**src/hbps_pkg.sv**
```systemverilog
// Package for the half-bridge PWM sequencer: constants, state enums and carriers.
// Assumes a 100 MHz system clock; all figures become cycle counts here.
package hbps_pkg;

    // System clock period in ns
    localparam int CLK_PERIOD_NS = 10;
    // Fixed internal delay added to the falling ramp, ns
    localparam int DT_DELAY_NS = 125;
    // Least dead time allowed, ns
    localparam int DT_MIN_NS = 325;
    // Fixed delay as cycles, rounded up
    localparam logic [15:0] DT_DELAY_CYC =
        16'((DT_DELAY_NS + CLK_PERIOD_NS - 1) / CLK_PERIOD_NS);
    // Least dead time as cycles, rounded up
    localparam logic [15:0] DT_MIN_CYC =
        16'((DT_MIN_NS + CLK_PERIOD_NS - 1) / CLK_PERIOD_NS);
    // Oscillator cycles of bootstrap precharge at startup
    localparam logic [3:0] BOOT_CYCLES = 4'ha;
    // Counter widths
    localparam int CNT_W = 16;
    // Reset values of counters
    localparam logic [15:0] CNT_RST = 16'h0000;

    // Sequencer states, Gray along startup -> run path
    typedef enum logic [2:0] {
        HBPS_OFF      = 3'b000,  // Both gates off, waiting
        HBPS_BOOT     = 3'b001,  // Low side on, precharging bootstrap
        HBPS_DT_TO_HI = 3'b011,  // Dead time before high side
        HBPS_HIGH     = 3'b010,  // High side on
        HBPS_DT_TO_LO = 3'b110,  // Dead time before low side
        HBPS_LOW      = 3'b111   // Low side on
    } hbps_seq_t;

    // Overcurrent protection states
    typedef enum logic [1:0] {
        HBPS_OC_IDLE  = 2'b00,
        HBPS_OC_WARN  = 2'b01,
        HBPS_OC_STOP  = 2'b11
    } hbps_oc_t;

    // Comparator and supply inputs, raw
    typedef struct packed {
        logic burst_low;      // Control voltage below lower burst level
        logic burst_high;     // Control voltage above upper burst level
        logic pwm_trip;       // PWM comparator tripped
        logic oc_trip;        // Overcurrent comparator tripped
        logic dis_trip;       // Disable input above reference
        logic uvlo;           // Supply in undervoltage lockout
        logic below_restart;  // Supply below restart level
        logic below_on_m1;    // Supply below startup threshold minus 1 V
        logic at_on;          // Supply reached startup threshold
        logic soft_start;     // Soft-start ramp in progress
    } hbps_in_t;

    // Configuration counts
    typedef struct packed {
        logic [CNT_W-1:0] osc_period;  // Oscillator period, cycles
        logic [CNT_W-1:0] fall_ramp;   // Falling ramp length, cycles
    } hbps_cfg_t;

    // Outputs
    typedef struct packed {
        logic gate_hi;         // High-side gate command
        logic gate_lo;         // Low-side gate command
        logic pfc_shutdown_n;  // Low stops the PFC stage
        logic startup_en;      // Startup generator enable
        logic osc_pulse;       // Oscillator clock pulse
        logic even_pulse;      // Pulse classified even
        logic low_power;       // Reduced-consumption state
    } hbps_out_t;

endpackage

```
**src/hbps_top.sv**
```systemverilog
// Half-bridge PWM sequencer: oscillator, gate sequencing, burst and fault latches.
// Assumes comparator results arrive as digital levels, clocked by clk_sys.
`timescale 1ns/1ns
`default_nettype none

////////////////////////////////////////////////////////////////////////////////
// Summary of operation
// - Burst low: gates off, oscillator stopped
// - Resume switching above upper burst level
// - PFC shutdown low only when burst idle
// - PFC shutdown released during undervoltage lockout
// - PWM trip ends high side, once per cycle
// - Overcurrent trip shuts down after qualification
// - First trip warns; clean cycle clears; second stops
// - Overcurrent stop latched until undervoltage lockout
// - After clear, startup waits for restart level
// - Disable input shuts down at once, low power
// - Disable latch released only by undervoltage lockout
// - Latched disable cycles startup generator periodically
// - One pulse per ramp, toggled odd/even
// - Even pulse: low off, dead time, high on
// - High off on PWM, overcurrent, odd pulse
// - Switching period is two oscillator periods
// - Startup low side held ten oscillator cycles
// - Burst restart: low first, high after second
// - Dead time is falling ramp plus delay
// - Dead time never below fixed minimum
// - Burst stop ignored during soft-start
module hbps_top
(
    input  wire logic              clk_sys,  // System clock, 100 MHz
    input  wire logic              rstn,     // Synchronous reset, active low
    input  wire hbps_pkg::hbps_in_t  in_raw, // Comparator and supply levels
    input  wire hbps_pkg::hbps_cfg_t cfg,    // Oscillator and ramp counts
    output var   hbps_pkg::hbps_out_t dout   // Gate and status outputs
);
    import hbps_pkg::*;

    ////////////////////////////////////////////////////////////////////////////
    // State of the whole block
    typedef struct packed {
        hbps_in_t         sync1;      // First synchroniser stage
        hbps_in_t         sync2;      // Second synchroniser stage
        hbps_seq_t        seq;        // Gate sequencer state
        hbps_oc_t         oc;         // Overcurrent protection state
        logic             oc_seen;    // Warning armed: following cycle begun
        logic             pwm_done;   // PWM latch: turn-off used this cycle
        logic             burst_idle; // Stopped by burst mode
        logic             started;    // Bootstrap already done once
        logic             burst_pre;  // Burst restart precharge pending
        logic             dis_latch;  // Latched disable active
        logic             hold_start; // Startup held until restart level
        logic             hv_on;      // Startup generator on
        logic             odd_even;   // Toggle: 1 means next pulse even
        logic [3:0]       boot_cnt;   // Bootstrap oscillator cycles left
        logic [CNT_W-1:0] osc_cnt;    // Oscillator period counter
        logic [CNT_W-1:0] dt_cnt;     // Dead time counter
        hbps_out_t        o;          // Registered outputs
    } hbps_state_t;

    hbps_state_t st;       // Current state
    hbps_state_t next_st;  // Next state

    logic             pulse;    // Oscillator pulse this cycle
    logic [CNT_W-1:0] dt_len;   // Dead time in cycles
    logic             stop;     // Any cause holding gates off
    hbps_in_t         s;        // Synchronised inputs

    ////////////////////////////////////////////////////////////////////////////
    // Dead time: ramp plus fixed delay, clamped to the minimum
    always_comb
    begin
        dt_len = CNT_W'(cfg.fall_ramp + DT_DELAY_CYC);
        if (dt_len < DT_MIN_CYC)
        begin
            dt_len = DT_MIN_CYC;
        end
    end

    ////////////////////////////////////////////////////////////////////////////
    // Next-state logic
    always_comb
    begin
        next_st = st;
        s       = st.sync2;
        // Two-stage synchroniser; only stage two is used below
        next_st.sync1 = in_raw;
        next_st.sync2 = st.sync1;

        // Burst stop and restart with hysteresis, ignored in soft-start
        if (s.soft_start)
        begin
            next_st.burst_idle = 1'b0;
        end
        else if (s.burst_low)
        begin
            next_st.burst_idle = 1'b1;
        end
        else if (s.burst_high && st.burst_idle)
        begin
            next_st.burst_idle = 1'b0;
            next_st.burst_pre  = st.started;
        end

        // Latched disable, released only by lockout
        if (s.uvlo)
        begin
            next_st.dis_latch = 1'b0;
        end
        else if (s.dis_trip)
        begin
            next_st.dis_latch = 1'b1;
        end

        // Any cause that forces both gates off and freezes the oscillator
        stop = st.burst_idle || st.dis_latch || s.dis_trip || s.uvlo
               || (st.oc == HBPS_OC_STOP);

        // Oscillator: stopped while halted, pulse at each period end
        // The counter restarts from zero, so the first pulse after a stop
        // comes one full period later
        pulse = 1'b0;
        if (stop)
        begin
            next_st.osc_cnt = CNT_RST;
        end
        else if (st.osc_cnt >= cfg.osc_period - 16'h0001)
        begin
            next_st.osc_cnt = CNT_RST;
            pulse           = 1'b1;
        end
        else
        begin
            next_st.osc_cnt = st.osc_cnt + 16'h0001;
        end
        if (pulse)
        begin
            next_st.odd_even = ~st.odd_even;
        end

        // Overcurrent qualification across switching cycles: the trip's own
        // cycle is not counted, but a trip held past its even pulse latches alone
        if (s.uvlo)
        begin
            if (st.oc == HBPS_OC_STOP)
            begin
                next_st.hold_start = 1'b1;
            end
            next_st.oc      = HBPS_OC_IDLE;
            next_st.oc_seen = 1'b0;
        end
        else
        begin
            case (st.oc)
                HBPS_OC_IDLE:
                begin
                    if (s.oc_trip)
                    begin
                        next_st.oc      = HBPS_OC_WARN;
                        next_st.oc_seen = 1'b0;
                    end
                end
                HBPS_OC_WARN:
                begin
                    if (s.oc_trip && st.oc_seen)
                    begin
                        // Trip again inside the following cycle
                        next_st.oc = HBPS_OC_STOP;
                    end
                    else if (pulse && st.odd_even)
                    begin
                        // Even pulse closes one switching cycle
                        if (st.oc_seen)
                        begin
                            next_st.oc      = HBPS_OC_IDLE;
                            next_st.oc_seen = 1'b0;
                        end
                        else
                        begin
                            next_st.oc_seen = 1'b1;      // Arm for next cycle
                        end
                    end
                end
                HBPS_OC_STOP:
                begin
                    next_st.oc = HBPS_OC_STOP;
                end
                default:
                begin
                    next_st.oc = HBPS_OC_IDLE;
                end
            endcase
        end

        // Gate sequencer
        // Dead time counter runs down to zero and parks there
        if (next_st.dt_cnt != CNT_RST)
        begin
            next_st.dt_cnt = st.dt_cnt - 16'h0001;
        end
        if (stop)
        begin
            next_st.seq = HBPS_OFF;
        end
        else
        begin
            case (st.seq)
                HBPS_OFF:
                begin
                    if (pulse)
                    begin
                        // First pulse turns the low side on
                        next_st.seq      = HBPS_BOOT;
                        // Short precharge only on a burst restart
                        next_st.boot_cnt = st.burst_pre ? 4'h1 : BOOT_CYCLES;
                    end
                end
                HBPS_BOOT:
                begin
                    if (pulse)
                    begin
                        if (st.boot_cnt <= 4'h1)
                        begin
                            next_st.seq       = HBPS_DT_TO_HI;
                            next_st.dt_cnt    = dt_len;
                            next_st.started   = 1'b1;
                            next_st.burst_pre = 1'b0;
                            next_st.odd_even  = 1'b0;
                            next_st.pwm_done  = 1'b0;
                        end
                        else
                        begin
                            next_st.boot_cnt = st.boot_cnt - 4'h1;
                        end
                    end
                end
                HBPS_DT_TO_HI:
                begin
                    // Low side already off; wait out the dead time
                    if (st.dt_cnt <= 16'h0001)
                    begin
                        next_st.seq = HBPS_HIGH;
                    end
                end
                HBPS_HIGH:
                begin
                    // PWM, overcurrent or the odd pulse ends the on-time; leaving
                    // the state is what stops a second turn-off in one cycle
                    if ((s.pwm_trip && !st.pwm_done) || s.oc_trip
                        || (pulse && !st.odd_even))
                    begin
                        next_st.seq      = HBPS_DT_TO_LO;
                        next_st.pwm_done = 1'b1;
                        next_st.dt_cnt   = dt_len;
                    end
                end
                HBPS_DT_TO_LO:
                begin
                    // High side already off; wait out the dead time
                    if (st.dt_cnt <= 16'h0001)
                    begin
                        next_st.seq = HBPS_LOW;
                    end
                end
                HBPS_LOW:
                begin
                    // Only the even pulse starts a new switching cycle
                    if (pulse && st.odd_even)
                    begin
                        next_st.seq      = HBPS_DT_TO_HI;
                        next_st.dt_cnt   = dt_len;
                        next_st.pwm_done = 1'b0;
                    end
                end
                default:
                begin
                    next_st.seq = HBPS_OFF;
                end
            endcase
        end
        if (s.uvlo)
        begin
            next_st.started   = 1'b0;                    // Full precharge again
            next_st.burst_pre = 1'b0;                    // Forget a pending restart
        end

        // Startup generator control
        // A hold set in this very cycle already forces the generator off,
        // and only a hold that stood since the last edge may be released
        if (st.hold_start || next_st.hold_start)
        begin
            next_st.hv_on = 1'b0;
            if (st.hold_start && s.below_restart)
            begin
                next_st.hold_start = 1'b0;
            end
        end
        else if (st.dis_latch)
        begin
            if (s.at_on)
            begin
                next_st.hv_on = 1'b0;
            end
            else if (s.below_on_m1)
            begin
                next_st.hv_on = 1'b1;
            end
        end
        else
        begin
            next_st.hv_on = s.uvlo && !s.at_on;
        end

        // Registered outputs
        next_st.o.gate_hi    = (next_st.seq == HBPS_HIGH);
        next_st.o.gate_lo    = (next_st.seq == HBPS_LOW)
                               || (next_st.seq == HBPS_BOOT);
        // Pulled low on the edge that turns the gates off, never before
        next_st.o.pfc_shutdown_n = s.uvlo || !st.burst_idle;
        next_st.o.startup_en = next_st.hv_on;
        next_st.o.osc_pulse  = pulse;
        next_st.o.even_pulse = pulse && st.odd_even;
        next_st.o.low_power  = next_st.dis_latch || next_st.burst_idle;
    end

    ////////////////////////////////////////////////////////////////////////////
    // State register
    always_ff @(posedge clk_sys)
    begin
        if (!rstn)
        begin
            // Everything clears; the Pfc_shutdown_n line is released
            st                  <= '0;
            st.o.pfc_shutdown_n <= 1'b1;
        end
        else
        begin
            st <= next_st;
        end
    end

    // Outputs leave straight from the state register, free of glitches
    assign dout = st.o;

endmodule
`default_nettype wire

```
**config.mk**
```make
export PLATFORM = sky130hd
export DESIGN_NAME = hbps_top
export DESIGN_NICKNAME = d
export VERILOG_FILES = /design/src/hbps_pkg.sv /design/src/hbps_top.sv
export SDC_FILE = /design/constraint.sdc
export NUM_CORES = 1
export LEC_CHECK = 0
export BUFFER_PORTS_ARGS = -buffer_cell sky130_fd_sc_hd__buf_2
export CORE_MARGIN = 1
export CORE_UTILIZATION = 60
export DETAILED_ROUTE_END_ITERATION = 10
export MAX_ROUTING_LAYER = met4
export PLACE_DENSITY_LB_ADDON = 0.3
export SYNTH_ARGS = -nofsm -noshare
export SYNTH_HDL_FRONTEND = slang
export SYNTH_SLANG_ARGS = --single-unit
```
**constraint.sdc**
```tcl
create_clock -name clk_sys -period 10.4 [get_ports clk_sys]
set_input_delay 0.52 -clock clk_sys [delete_from_list [all_inputs] [get_ports clk_sys]]
set_output_delay 0.52 -clock clk_sys [all_outputs]
set_load 0.05 [all_outputs]
```
After elaboration in Yosys (flattened, before gate mapping):

Index checks and enable logic that the tools add are counted.

* word-level logic and storage cells: 169
* input bits: 44
* register bits: 76
* output and inout port bits: 7

* add/subtract/negate cells: 5
* eq/ne operators: 22
* $lt $le $gt $ge: 4
* reduce and logical (&&, ||, !) cells: 35
* muxes and demuxes: 60
* bitwise operators: 3

Operators with widths (count)
* 2-to-1 mux 16 bit: 7
* case mux 16 bit (3 select lines): 1
* subtractor 16 x 1 -> 16 bit, second input constant: 2
* 2-to-1 mux 1 bit: 30
* 2-to-1 mux 3 bit: 10
* inequality test 2 bit, second input constant: 9
* case mux 3 bit (6 select lines): 1
* adder 16 x 1 -> 16 bit, second input constant: 1
* adder 16 x 4 -> 16 bit, second input constant: 1
* >= comparator 16 bit: 1
* less-or-equal comparator 16 x 1 -> 1 bit, second input constant: 1
* less-than comparator 16 x 6 -> 1 bit, second input constant: 1
* nonzero test 16 bit: 1
* 2-to-1 mux 4 bit: 3
* logical OR 1 bit: 10
* 2-to-1 mux 5 bit: 2
* equality test 3 x 2 -> 1 bit, second input constant: 3
* equality test 3 bit, second input constant: 3
* case mux 4 bit (2 select lines): 1
* AND reduction 4 bit: 2
* logical AND 1 bit: 7
* equality test 3 x 1 -> 1 bit, second input constant: 2
* inequality test 3 bit, second input constant: 2
* case mux 2 bit (3 select lines): 1
* other kinds (19): 27

Longest topological paths before layout:

Gate-level depths: netlist (run 1).

* word-level depth: 12
* gate-level depth with buffers: 21
* depth with buffers taken out: 21

Worst setup path before layout (run 1):

Ideal clock, no wire load.

* kind: input to register
* start: input port cfg[21] in the netlist's numbering
* end: register st[14] in the netlist's numbering
* data arrival time: 4.736 ns
* data required time: 10.249 ns
* library setup time: 0.151 ns
* stages: 20
* buffers on the path: 1
* path slack: 5.513 ns
* path through: or4_1 > or3_1 > nor3_1 > nand2_1 > nor2_1 > xnor2_1 > ha_1 > a21oi_1 > o21a_1 > inv_1 > o41a_1 > nor2_1 > nor2_1 > ha_1 > and3_1 > a21o_1 > nor2b_1 > clkbuf_1 > nor2_1 > a311oi_1

RTL lines
* start: declaration: line hbps_top.sv:34 `input wire hbps_pkg::hbps_cfg_t cfg,`
* end signal: assignment: line hbps_top.sv:338 `st <= next_st;`
* end: declaration: line hbps_top.sv:61 `hbps_state_t st;`

==> results of run 1 <==
flip-flops by register name, indices dropped and copies added (netlist names), named ones only:
name	count
next_st	10
s	10
dout	7
st	48
routing by layer:
| metal | track usage (%) | vias up |
|---|---|---|
| li1 | - | 1889 |
| met1 | 34.1 | 1717 |
| met2 | 43.5 | 85 |
| met3 | 5.69 | 17 |
| met4 | 6.97 | 0 |
| met5 | - | - |
metrics by stage:
| step | hold slack [ns] | instances | area [um2] |
|---|---|---|---|
| after CTS | 0.357 | 654 | 4830 |
| after floorplan | 0.385 | 511 | 4340 |
| after global routing | 0.373 | 654 | 4830 |
| after detailed placement | 0.406 | 638 | 4600 |
| after global placement | 0.406 | 638 | 4600 |
| final | 0.374 | 654 | 4830 |
cells by family after synthesis:
group           count (synthesis)  synth area share [%]
xor+xnor                       54                  10.9
buf+inv                        40                  4.24
fa+ha+maj                      26                  7.50
compound gates                 89                  14.8
simple gates                  224                  27.0
flops                          76                  35.1
mux                             2                 0.490
power breakdown:
group	switching (mW)	internal, mW	leakage, nW
sequential	0.0254	0.319	0.620
clock	0.115	0.138	0.111
combinational	0.128	0.0993	1.20
total	0.268	0.556	1.93
worst reg2reg max path: stages (launching register included):
cell	delay, ns
dfxtp_1	0.44
ha_1	0.30
a21oi_1	0.19
o21a_1	0.19
inv_1	0.05
o41a_1	0.50
nor2_1	0.39
nor2_1	0.12
ha_1	0.24
and3_1	0.19
a21o_1	0.18
nor2b_1	0.22
nor2_1	0.51
a211oi_1	0.18
cells in the final DEF, fill, tap and decap left out, types with 3 or more instances in the layout:
cell type / netlist / layout
a211o_1: 3 / 3
a211oi_1: 12 / 12
a21oi_1: 25 / 25
a31oi_1: 3 / 3
and2_1: 25 / 25
and3_1: 8 / 8
buf_2: 0 / 50
clkbuf_8: 0 / 9
dfxtp_1: 76 / 76
ha_1: 26 / 26
inv_1: 21 / 21
nand2_1: 35 / 35
nand2b_1: 4 / 4
nand3_1: 21 / 21
nand4_1: 8 / 8
nor2_1: 60 / 60
nor2b_1: 4 / 4
nor3_1: 27 / 27
nor4_1: 8 / 8
o21ai_0: 11 / 11
o21ai_1: 4 / 4
o31ai_1: 3 / 3
or3_1: 4 / 4
or4_1: 5 / 5
xnor2_1: 37 / 37
xor2_1: 17 / 17
final cells by class:
class | count | area share [%]
repair buffers | 50 | 5.19
clock buffers | 10 | 2.64
clock inverters | 6 | 1.97
inverters | 21 | 1.63
flip-flops and latches | 76 | 31.5
multi-input cells | 395 | 54.6
well taps | 96 | 2.49
path summary, 6_finish.rpt:
path                               endpoint  slack, ns  depth (start not counted)
worst min register to register      dout[4]       0.42                          1
worst max register to register       st[17]       6.55                         13
worst max-delay path                 st[17]       5.21                         20
worst min-delay path            next_st[59]       0.37                          2
==> impl_metrics.py, run 1 <==
metrics = {
    "outcome": {
        "outcome": "finished, final reports clean",
    },
    "global_route": {
        "grt_usage_pct": 26.8,
        "antenna_found_initial": 0,
        "grt_pass1_vias": 3482,
        "grt_start_max_net_pins": 38,
        "overflow": 0,
        "grt_pass1_wl_um": 15700,
    },
    "final_layout": {
        "multiInputGateArea_um2": 2630,
        "drive_gt1_share_pct": 14.7,
        "fin_util_pct": 69.9,
        "antenna_cells": 0,
        "register_area_um2": 1520,
        "nFillCells": 587,
        "syn_to_final_growth_pct": 11.2,
        "finalNetCount": 623,
    },
    "logic_synthesis": {
        "synth_warnings": 0,
        "yosysMostFrequentCell": "dfxtp_1",
        "synth-seq-area-share_pct": 35.1,
        "avgSynthCellArea_um2": 8.49,
        "synth-edff-count": 0,
        "synth_nets": 581,
        "syn_inst": 511,
        "synth-seq-cells": 76,
        "syn_area_um2": 4340,
        "synth_top_cell_area_share_pct": 35.1,
        "ys_top_cells_by_count": "dfxtp_1, nor2_1, xnor2_1, nand2_1, nor3_1",
        "synth_cell_types": 62,
        "yosysTopAreaCell": "dfxtp_1",
        "async_reset_ff_share_pct": 0,
        "synth_area_leaders": "dfxtp_1, ha_1, xnor2_1",
        "synth_ff_type": "dfxtp_1",
    },
    "timing": {
        "max_freq_mhz": 193,
        "drv_slew": 0,
        "rsz0062_at_grt": "false",
        "setup_ws_ns": 5.21,
        "fin_skew_ns": 0.00762,
        "period_share_pct": 49.9,
        "min_period_ns": 5.19,
        "slew_headroom_pct": 48.5,
        "tightest_slew_ns": 0.771,
        "hold_violations": 0,
        "setup_tns_ns": 0,
        "final-setup-viol-count": 0,
    },
    "critical_path": {
        "reg2reg_from": "st[34]",
        "critPathCaptureType": "flip-flop",
        "crit_buf_inv": 2,
        "crit_required_ns": 10.59,
        "crit_top_cell": "nor2_1",
        "crit_chain": "buf_2 -> or4_1 -> or3_1 -> nor3_1 -> nand2_1 -> nor2_1 -> xnor2_1 -> ha_1 -> a21oi_1 -> o21a_1 -> inv_1 -> o41a_1 -> nor2_1 -> nor2_1 -> ha_1 -> and3_1 -> a21o_1 -> nor2b_1 -> nor2_1 -> a211oi_1",
        "startpoint": "cfg[21]",
        "path_class": "input port to flip-flop",
        "path_max_fanout": 9,
        "cp_top_family": "simple AND/OR/NAND/NOR gates",
        "cp_slowest_cell": "or4_1",
        "cp_slowest_stage_delay_ns": 0.57,
        "worstPathArrival_ns": 5.38,
        "startpoint_type": "input port",
    },
    "die": {
        "rows": 30,
        "num_io_pins": 51,
        "die_area_um2": 7570,
        "core_area_um2": 6910,
        "die_w_um": 87.0,
        "fp.dieH_um": 87.0,
        "start_util_pct": 62.8,
    },
    "cts": {
        "insertion_delay_ns": 0.35,
        "hold_buffers": 0,
        "cts_root_buf": "clkbuf_8",
        "htree_levels": 3,
        "cts_tree": "done",
        "cts_setup_buffers": 0,
        "cts.reportedPaths.clkPinSlew_ns": 0.08,
        "cts.path.max_buffers": 2,
        "cts-buffers-inserted": 9,
        "postCtsResizedCells": 0,
        "cts_sinks": 76,
    },
    "placement": {
        "numPortBuffers": 50,
        "dp_hpwl_um": 6760,
        "place.gp.congestion": 0.860,
        "pre_cts_ws_ns": 4.89,
    },
    "pwr": {
        "p_per_area_nw_per_um2": 171,
        "power.leakage_nw": 1.93,
        "total_power_uw": 824,
        "vdd_drop_max_v": 0.0000835,
    },
    "worst_hold_path": {
        "hold_class": "input port to flip-flop",
        "worstHoldStart": "in_raw[2]",
    },
    "routing": {
        "wire_per_inst_um": 13.8,
        "dr_wl_met3_um": 401,
        "drt_iter0_markers": 197,
        "wirelength_um": 9010,
        "drcViolationCount": 0,
        "dr.pass1.iters": 4,
        "postRouteAntennaNets": 0,
        "wl_met1_um": 4240,
        "viasPerCell": 5.67,
        "route.met2.wl_um": 4270,
        "via_count": 3708,
        "highest_layer": "met4",
    },
    "flow_run": {
        "drv_cap": 0,
    },
}
No activity file was read; power rests on OpenSTA's default activity.
==> run 2: changes to the inputs <==
Settings changed: ABC_AREA from default to 1, CORE_UTILIZATION 60 to 54.
Clock period 10.4 ns to 4.4 ns, I/O delays scaled along.
==> run 2 against run 1 <==
Design area grew 9.2%. Register-to-register slack got worse by 5.3 ns. Flip-flop and latch count stayed put. Area after synthesis up 9.9%. Global-route usage decreased by 4.1 points. Hold slack got worse by 0.33 ns. Combinational power rose to 3.2 times the previous value. Clock-buffer cell count shrank 1. Clock power is 120% higher. Utilization decreased by 7.0 points. Wire length grew 5.8%.
==> impl_metrics.py, run 2 <==
metrics = {
    "cts": {
        "hold_buffers": 0,
        "cts_sinks": 76,
        "insertion_delay_ns": 0.35,
        "cts_tree": "done",
        "cts-buffers-inserted": 9,
        "cts.path.max_buffers": 2,
        "postCtsResizedCells": 0,
        "cts_root_buf": "clkbuf_8",
        "cts.reportedPaths.clkPinSlew_ns": 0.09,
        "cts_setup_buffers": 0,
        "htree_levels": 3,
    },
    "die": {
        "fp.dieH_um": 96.0,
        "die_w_um": 96.0,
        "rows": 33,
        "num_io_pins": 51,
        "core_area_um2": 8380,
        "die_area_um2": 9210,
        "start_util_pct": 56.9,
    },
    "critical_path": {
        "r2r-end": "st[19]",
        "crit_required_ns": 4.68,
        "path_max_fanout": 17,
        "critPathCaptureType": "flip-flop",
        "cp_slowest_stage_delay_ns": 0.34,
        "startpoint_type": "input port",
        "crit_path_end": "st[19]",
        "crit_buf_inv": 4,
        "reg2reg_from": "st[30]",
        "path_class": "input port to flip-flop",
        "critical_path_depth": 25,
        "r2r_cells": 16,
        "cp_top_family": "simple AND/OR/NAND/NOR gates",
        "worstPathArrival_ns": 4.24,
        "startpoint": "cfg[16]",
        "cp_slowest_cell": "nor4_1",
        "r2r_slack_ns": 1.26,
    },
    "timing": {
        "rsz0062_at_grt": "false",
        "max_freq_mhz": 253,
        "final-setup-viol-count": 0,
        "drv_slew": 0,
        "hold_violations": 0,
        "fin_hold_ws_ns": 0.0426,
        "slew_headroom_pct": 63.5,
        "min_period_ns": 3.96,
        "fin_skew_ns": 0.0152,
        "tightest_slew_ns": 0.546,
        "setup_tns_ns": 0,
        "period_share_pct": 90.0,
    },
    "logic_synthesis": {
        "yosysTopAreaCell": "dfxtp_1",
        "synth_cell_types": 43,
        "synth-edff-count": 0,
        "synth-seq-area-share_pct": 31.9,
        "synth_nets": 767,
        "synth_warnings": 0,
        "synth-seq-cells": 76,
        "avgSynthCellArea_um2": 6.84,
        "yosysMostFrequentCell": "nand2_1",
        "synth_area_leaders": "dfxtp_1, nand2_1, inv_1",
        "syn_inst": 697,
        "ys_top_cells_by_count": "nand2_1, inv_1, nor2_1, dfxtp_1",
        "synth_top_cell_area_share_pct": 31.9,
        "synth_ff_type": "dfxtp_1",
        "async_reset_ff_share_pct": 0,
        "syn_area_um2": 4770,
    },
    "final_layout": {
        "layout_commonest_cell": "nand2_1",
        "finalNetCount": 814,
        "drive_gt1_share_pct": 16.4,
        "largest_reg_flops": 48,
        "mostFrequentLayoutCells": "nand2_1, inv_1, nor2_1",
        "top_register": "st",
        "antenna_cells": 0,
        "nFillCells": 787,
        "syn_to_final_growth_pct": 10.5,
    },
    "pwr": {
        "vdd_drop_max_v": 0.000190,
        "power.leakage_nw": 2.57,
        "p_per_area_nw_per_um2": 402,
    },
    "placement": {
        "numPortBuffers": 50,
        "dp_hpwl_um": 7560,
        "place.gp.congestion": 0.904,
    },
    "routing": {
        "drt_iter0_markers": 178,
        "postRouteAntennaNets": 0,
        "wirelength_um": 9540,
        "viasPerCell": 5.07,
        "wire_per_inst_um": 11.2,
        "drcViolationCount": 0,
        "dr.pass1.iters": 4,
        "via_count": 4334,
    },
    "global_route": {
        "grt_usage_pct": 22.8,
        "antenna_found_initial": 0,
        "grt_pass1_vias": 3912,
        "grt_pass1_wl_um": 16100,
        "overflow": 0,
        "grt_start_max_net_pins": 31,
    },
    "flow_run": {
        "drv_cap": 0,
    },
    "outcome": {
        "outcome": "finished, final reports clean",
    },
    "worst_hold_path": {
        "hold_class": "input port to flip-flop",
    },
}
-- run 2: changes by cell type in the layout (fill, tap and decap cells not counted), sizes merged, moves of 12 or more --
cell / delta
inv: +87
a211oi: -12
nand2: +153
nor3: -14
nor2: +36
nand3: +16
and2: -25
xnor2: -19
a21oi: +17
-- run 2: tightest hold or removal path, cell delays in order --
cell	delay [ns]
buf_2	0.07
nand2_1	0.04
inv_1	0.04
-- run 2: per-layer routing --
metal	vias to the layer above	global-route usage [%]	part of all wire [%]
met4	0	7.46	1.5
met3	12	3.95	3.8
li1	2280	-	-
met1	1939	24.9	45
met2	103	41.7	50
met5	-	-	0
-- run 2: power breakdown --
| part | total, mW | switching, mW | internal, mW |
|---|---|---|---|
| combinational | 0.734 | 0.453 | 0.281 |
| clock | 0.563 | 0.286 | 0.277 |
| sequential | 0.819 | 0.0575 | 0.761 |
| total | 2.12 | 0.797 | 1.32 |
-- run 2: metrics by stage --
| stage | cell area [um2] | setup WS (ns) | instances | utilization, % | total power, mW |
|---|---|---|---|---|---|
| 5_1_grt | 5270 | 0.0698 | 854 | 62.9 | 2.27 |
| 6_report | 5270 | 0.441 | 854 | 62.9 | 2.12 |
| 4_1_cts | 5270 | 0.453 | 854 | 62.9 | 2.13 |
| 3_5_place_dp | 5060 | 0.110 | 838 | 60.3 | 1.56 |
| 3_3_place_gp | 5060 | 0.332 | 838 | 60.3 | 1.55 |
| 2_1_floorplan | 4770 | 0.782 | 697 | - | 1.40 |
-- run 2: layout make-up --
type	instances	area, um2	area share (%)
flip-flops and latches	76	1520	28.9
clock buffers	9	124	2.35
well taps	105	131	2.49
clock inverters	7	87.6	1.66
multi-input cells	498	2740	52.0
repair buffers	51	258	4.89
inverters	108	409	7.77
-- run 2: how the worst min path moves through the flow --
stage           startpoint          end  slack (ns)  cells past startpoint
5_1_grt          in_raw[8]  next_st[65]        0.03                      3
3_5_place_dp   next_st[58]         s[1]        0.40                      2
4_1_cts          in_raw[3]  next_st[60]        0.03                      3
2_1_floorplan    in_raw[0]  next_st[57]        0.32                      2
6_report         in_raw[3]  next_st[60]        0.04                      3
3_3_place_gp          s[3]       st[45]        0.39                      1
-- run 2: cell families after synthesis --
group                      after synthesis  share of synthesized area, %
AOI/OAI and AO/OA                       76                          9.55
and+or+nand+nor                        363                          35.0
adders and majority gates               26                          6.82
DFF                                     76                          31.9
xor gates and xnor gates                33                          6.06
buffers and inverters                  123                          10.7
==> run 3: changes to the inputs <==
Settings changed: PLACE_DENSITY from default to 0.77, PLACE_DENSITY_LB_ADDON 0.3 to default, RECOVER_POWER from default to 25.
==> run 3 against run 2 <==
Clock-buffer cell count unchanged. Design area unchanged. Final cell count unchanged. Critical path depth unchanged. First-iteration DRC count increased by 16%. Clock power increased by 2%. Sequential power about the same. Global-route usage increased by 0.69 points. Hold slack got worse by 0.0032 ns. Critical endpoint is now st[16]. Largest power group unchanged.
==> impl_metrics.py, run 3 (synthesis gave the netlist of run 2 again) <==
metrics = {
    "pwr": {
        "clkPwrFrac_pct": 26.9,
        "vdd_drop_max_v": 0.000194,
        "pwr-share-comb_pct": 34.7,
        "p_per_area_nw_per_um2": 403,
        "switching_power_uw": 807,
        "p_sw_share_pct": 38.0,
        "p_int_mw": 1.32,
        "power.leakage_nw": 2.57,
        "seqPwrFrac_pct": 38.4,
    },
    "die": {
        "rows": 33,
        "die_area_um2": 9210,
        "num_io_pins": 51,
        "die_w_um": 96.0,
        "core_area_um2": 8380,
        "fp.dieH_um": 96.0,
        "start_util_pct": 56.9,
    },
    "critical_path": {
        "cp_slowest_cell": "nor4_1",
        "critical_path_depth": 25,
        "cp_top_family": "simple AND/OR/NAND/NOR gates",
        "crit_required_ns": 4.69,
        "startpoint": "cfg[16]",
        "cp_slowest_stage_delay_ns": 0.33,
        "path_class": "input port to flip-flop",
        "r2r_cells": 16,
        "critPathCaptureType": "flip-flop",
        "worstPathArrival_ns": 4.22,
        "crit_buf_inv": 4,
        "path_max_fanout": 17,
        "reg2reg_from": "st[30]",
        "r2r_slack_ns": 1.23,
        "r2r-end": "st[16]",
        "startpoint_type": "input port",
    },
    "cts": {
        "cts_sinks": 76,
        "hold_buffers": 0,
        "cts_setup_buffers": 0,
        "insertion_delay_ns": 0.36,
        "cts.path.max_buffers": 2,
        "cts_tree": "done",
        "cts.reportedPaths.clkPinSlew_ns": 0.09,
        "postCtsResizedCells": 0,
        "htree_levels": 3,
        "cts-buffers-inserted": 9,
        "cts_root_buf": "clkbuf_8",
    },
    "placement": {
        "dp_hpwl_um": 7460,
        "place.gp.congestion": 0.910,
        "dp.cells": 838,
        "numPortBuffers": 50,
    },
    "timing": {
        "max_freq_mhz": 254,
        "fin_hold_ws_ns": 0.0393,
        "period_share_pct": 89.4,
        "min_period_ns": 3.93,
        "setup_tns_ns": 0,
        "slew_headroom_pct": 15.8,
        "final-setup-viol-count": 0,
        "rsz0062_at_grt": "false",
        "drv_slew": 0,
        "tightest_slew_ns": 1.26,
        "fin_skew_ns": 0.0161,
        "hold_violations": 0,
    },
    "global_route": {
        "antenna_found_initial": 0,
        "overflow": 0,
        "grt_pass1_wl_um": 16500,
        "grt_start_max_net_pins": 31,
        "grt_busiest_layer": "met2",
        "grt_pass1_vias": 3949,
        "grt_use_met3_pct": 4.03,
        "grt_util_met2_pct": 42.4,
        "grt_usage_pct": 23.5,
        "use_met1_pct": 26.1,
    },
    "worst_hold_path": {
        "hold_class": "input port to flip-flop",
        "hold_end": "next_st[61]",
        "worstHoldStart": "in_raw[4]",
        "min_path_cells": 3,
    },
    "outcome": {
        "outcome": "finished, final reports clean",
    },
    "final_layout": {
        "mostFrequentLayoutCells": "nand2_1, inv_1, nor2_1",
        "nFillCells": 751,
        "drive_gt1_share_pct": 16.3,
        "layout.cells.non_filler": 854,
        "layout_commonest_cell": "nand2_1",
        "syn_to_final_growth_pct": 10.5,
        "antenna_cells": 0,
        "top_register": "st",
        "finalNetCount": 814,
        "largest_reg_flops": 48,
    },
    "routing": {
        "drt_iter0_markers": 207,
        "dr.pass1.iters": 5,
        "wire_per_inst_um": 11.2,
        "wirelength_um": 9590,
        "viasPerCell": 4.99,
        "postRouteAntennaNets": 0,
        "via_count": 4260,
        "drcViolationCount": 0,
    },
    "flow_run": {
        "drv_cap": 0,
    },
}
-- run 3: cell types whose count changed in the layout (fill, tap and decap cells not counted) --
cell / change
buf_2: -1
inv_8: +1
inv_6: -2
clkbuf_1: +1
clkinvlp_4: +1
-- run 3: metal layers --
layer / up-vias / share of wire (%)
met2: 88 / 50
met5: - / 0
met4: 0 / 1.1
li1: 2282 / -
met1: 1877 / 45
met3: 13 / 3.6
-- run 3: metrics by stage --
stage	setup slack (ns)	utilization [%]	total power, mW	area (um2)
2_1_floorplan	0.782	-	1.40	4770
3_3_place_gp	0.331	60.3	1.55	5060
3_5_place_dp	0.126	60.3	1.55	5060
4_1_cts	0.480	62.9	2.13	5270
5_1_grt	0.00600	62.9	2.28	5270
6_report	0.466	62.9	2.13	5270
-- run 3: worst max-delay path by stage --
stage / end / slack, ns
floorplan: st[14] / 0.78
global placement: st[19] / 0.33
detailed placement: st[16] / 0.13
CTS: st[16] / 0.48
global route: st[13] / 0.006
finish: st[16] / 0.47
-- run 3: power groups by stage --
| stage | Clock, mW | Combinational (mW) | Sequential, mW |
|---|---|---|---|
| 2_1_floorplan | 0 | 0.578 | 0.818 |
| 3_3_place_gp | 0 | 0.719 | 0.834 |
| 3_5_place_dp | 0 | 0.722 | 0.832 |
| 4_1_cts | 0.584 | 0.733 | 0.816 |
| 5_1_grt | 0.613 | 0.839 | 0.830 |
| 6_report | 0.572 | 0.737 | 0.817 |
-- run 3: area by class of cell --
type	instances	area [um2]	area share, %
multi-input combinational	498	2740	52.0
tap	105	131	2.49
clock inverter	7	88.8	1.69
inverter	108	409	7.77
timing repair buffer	51	256	4.87
clock buffer	9	124	2.35
sequential	76	1520	28.9
-- run 3: worst min-delay path: cells and delay by family --
| family | cells | cell delay, ns |
|---|---|---|
| buffers and inverters | 2 | 0.11 |
| AND/OR/NAND/NOR | 1 | 0.04 |
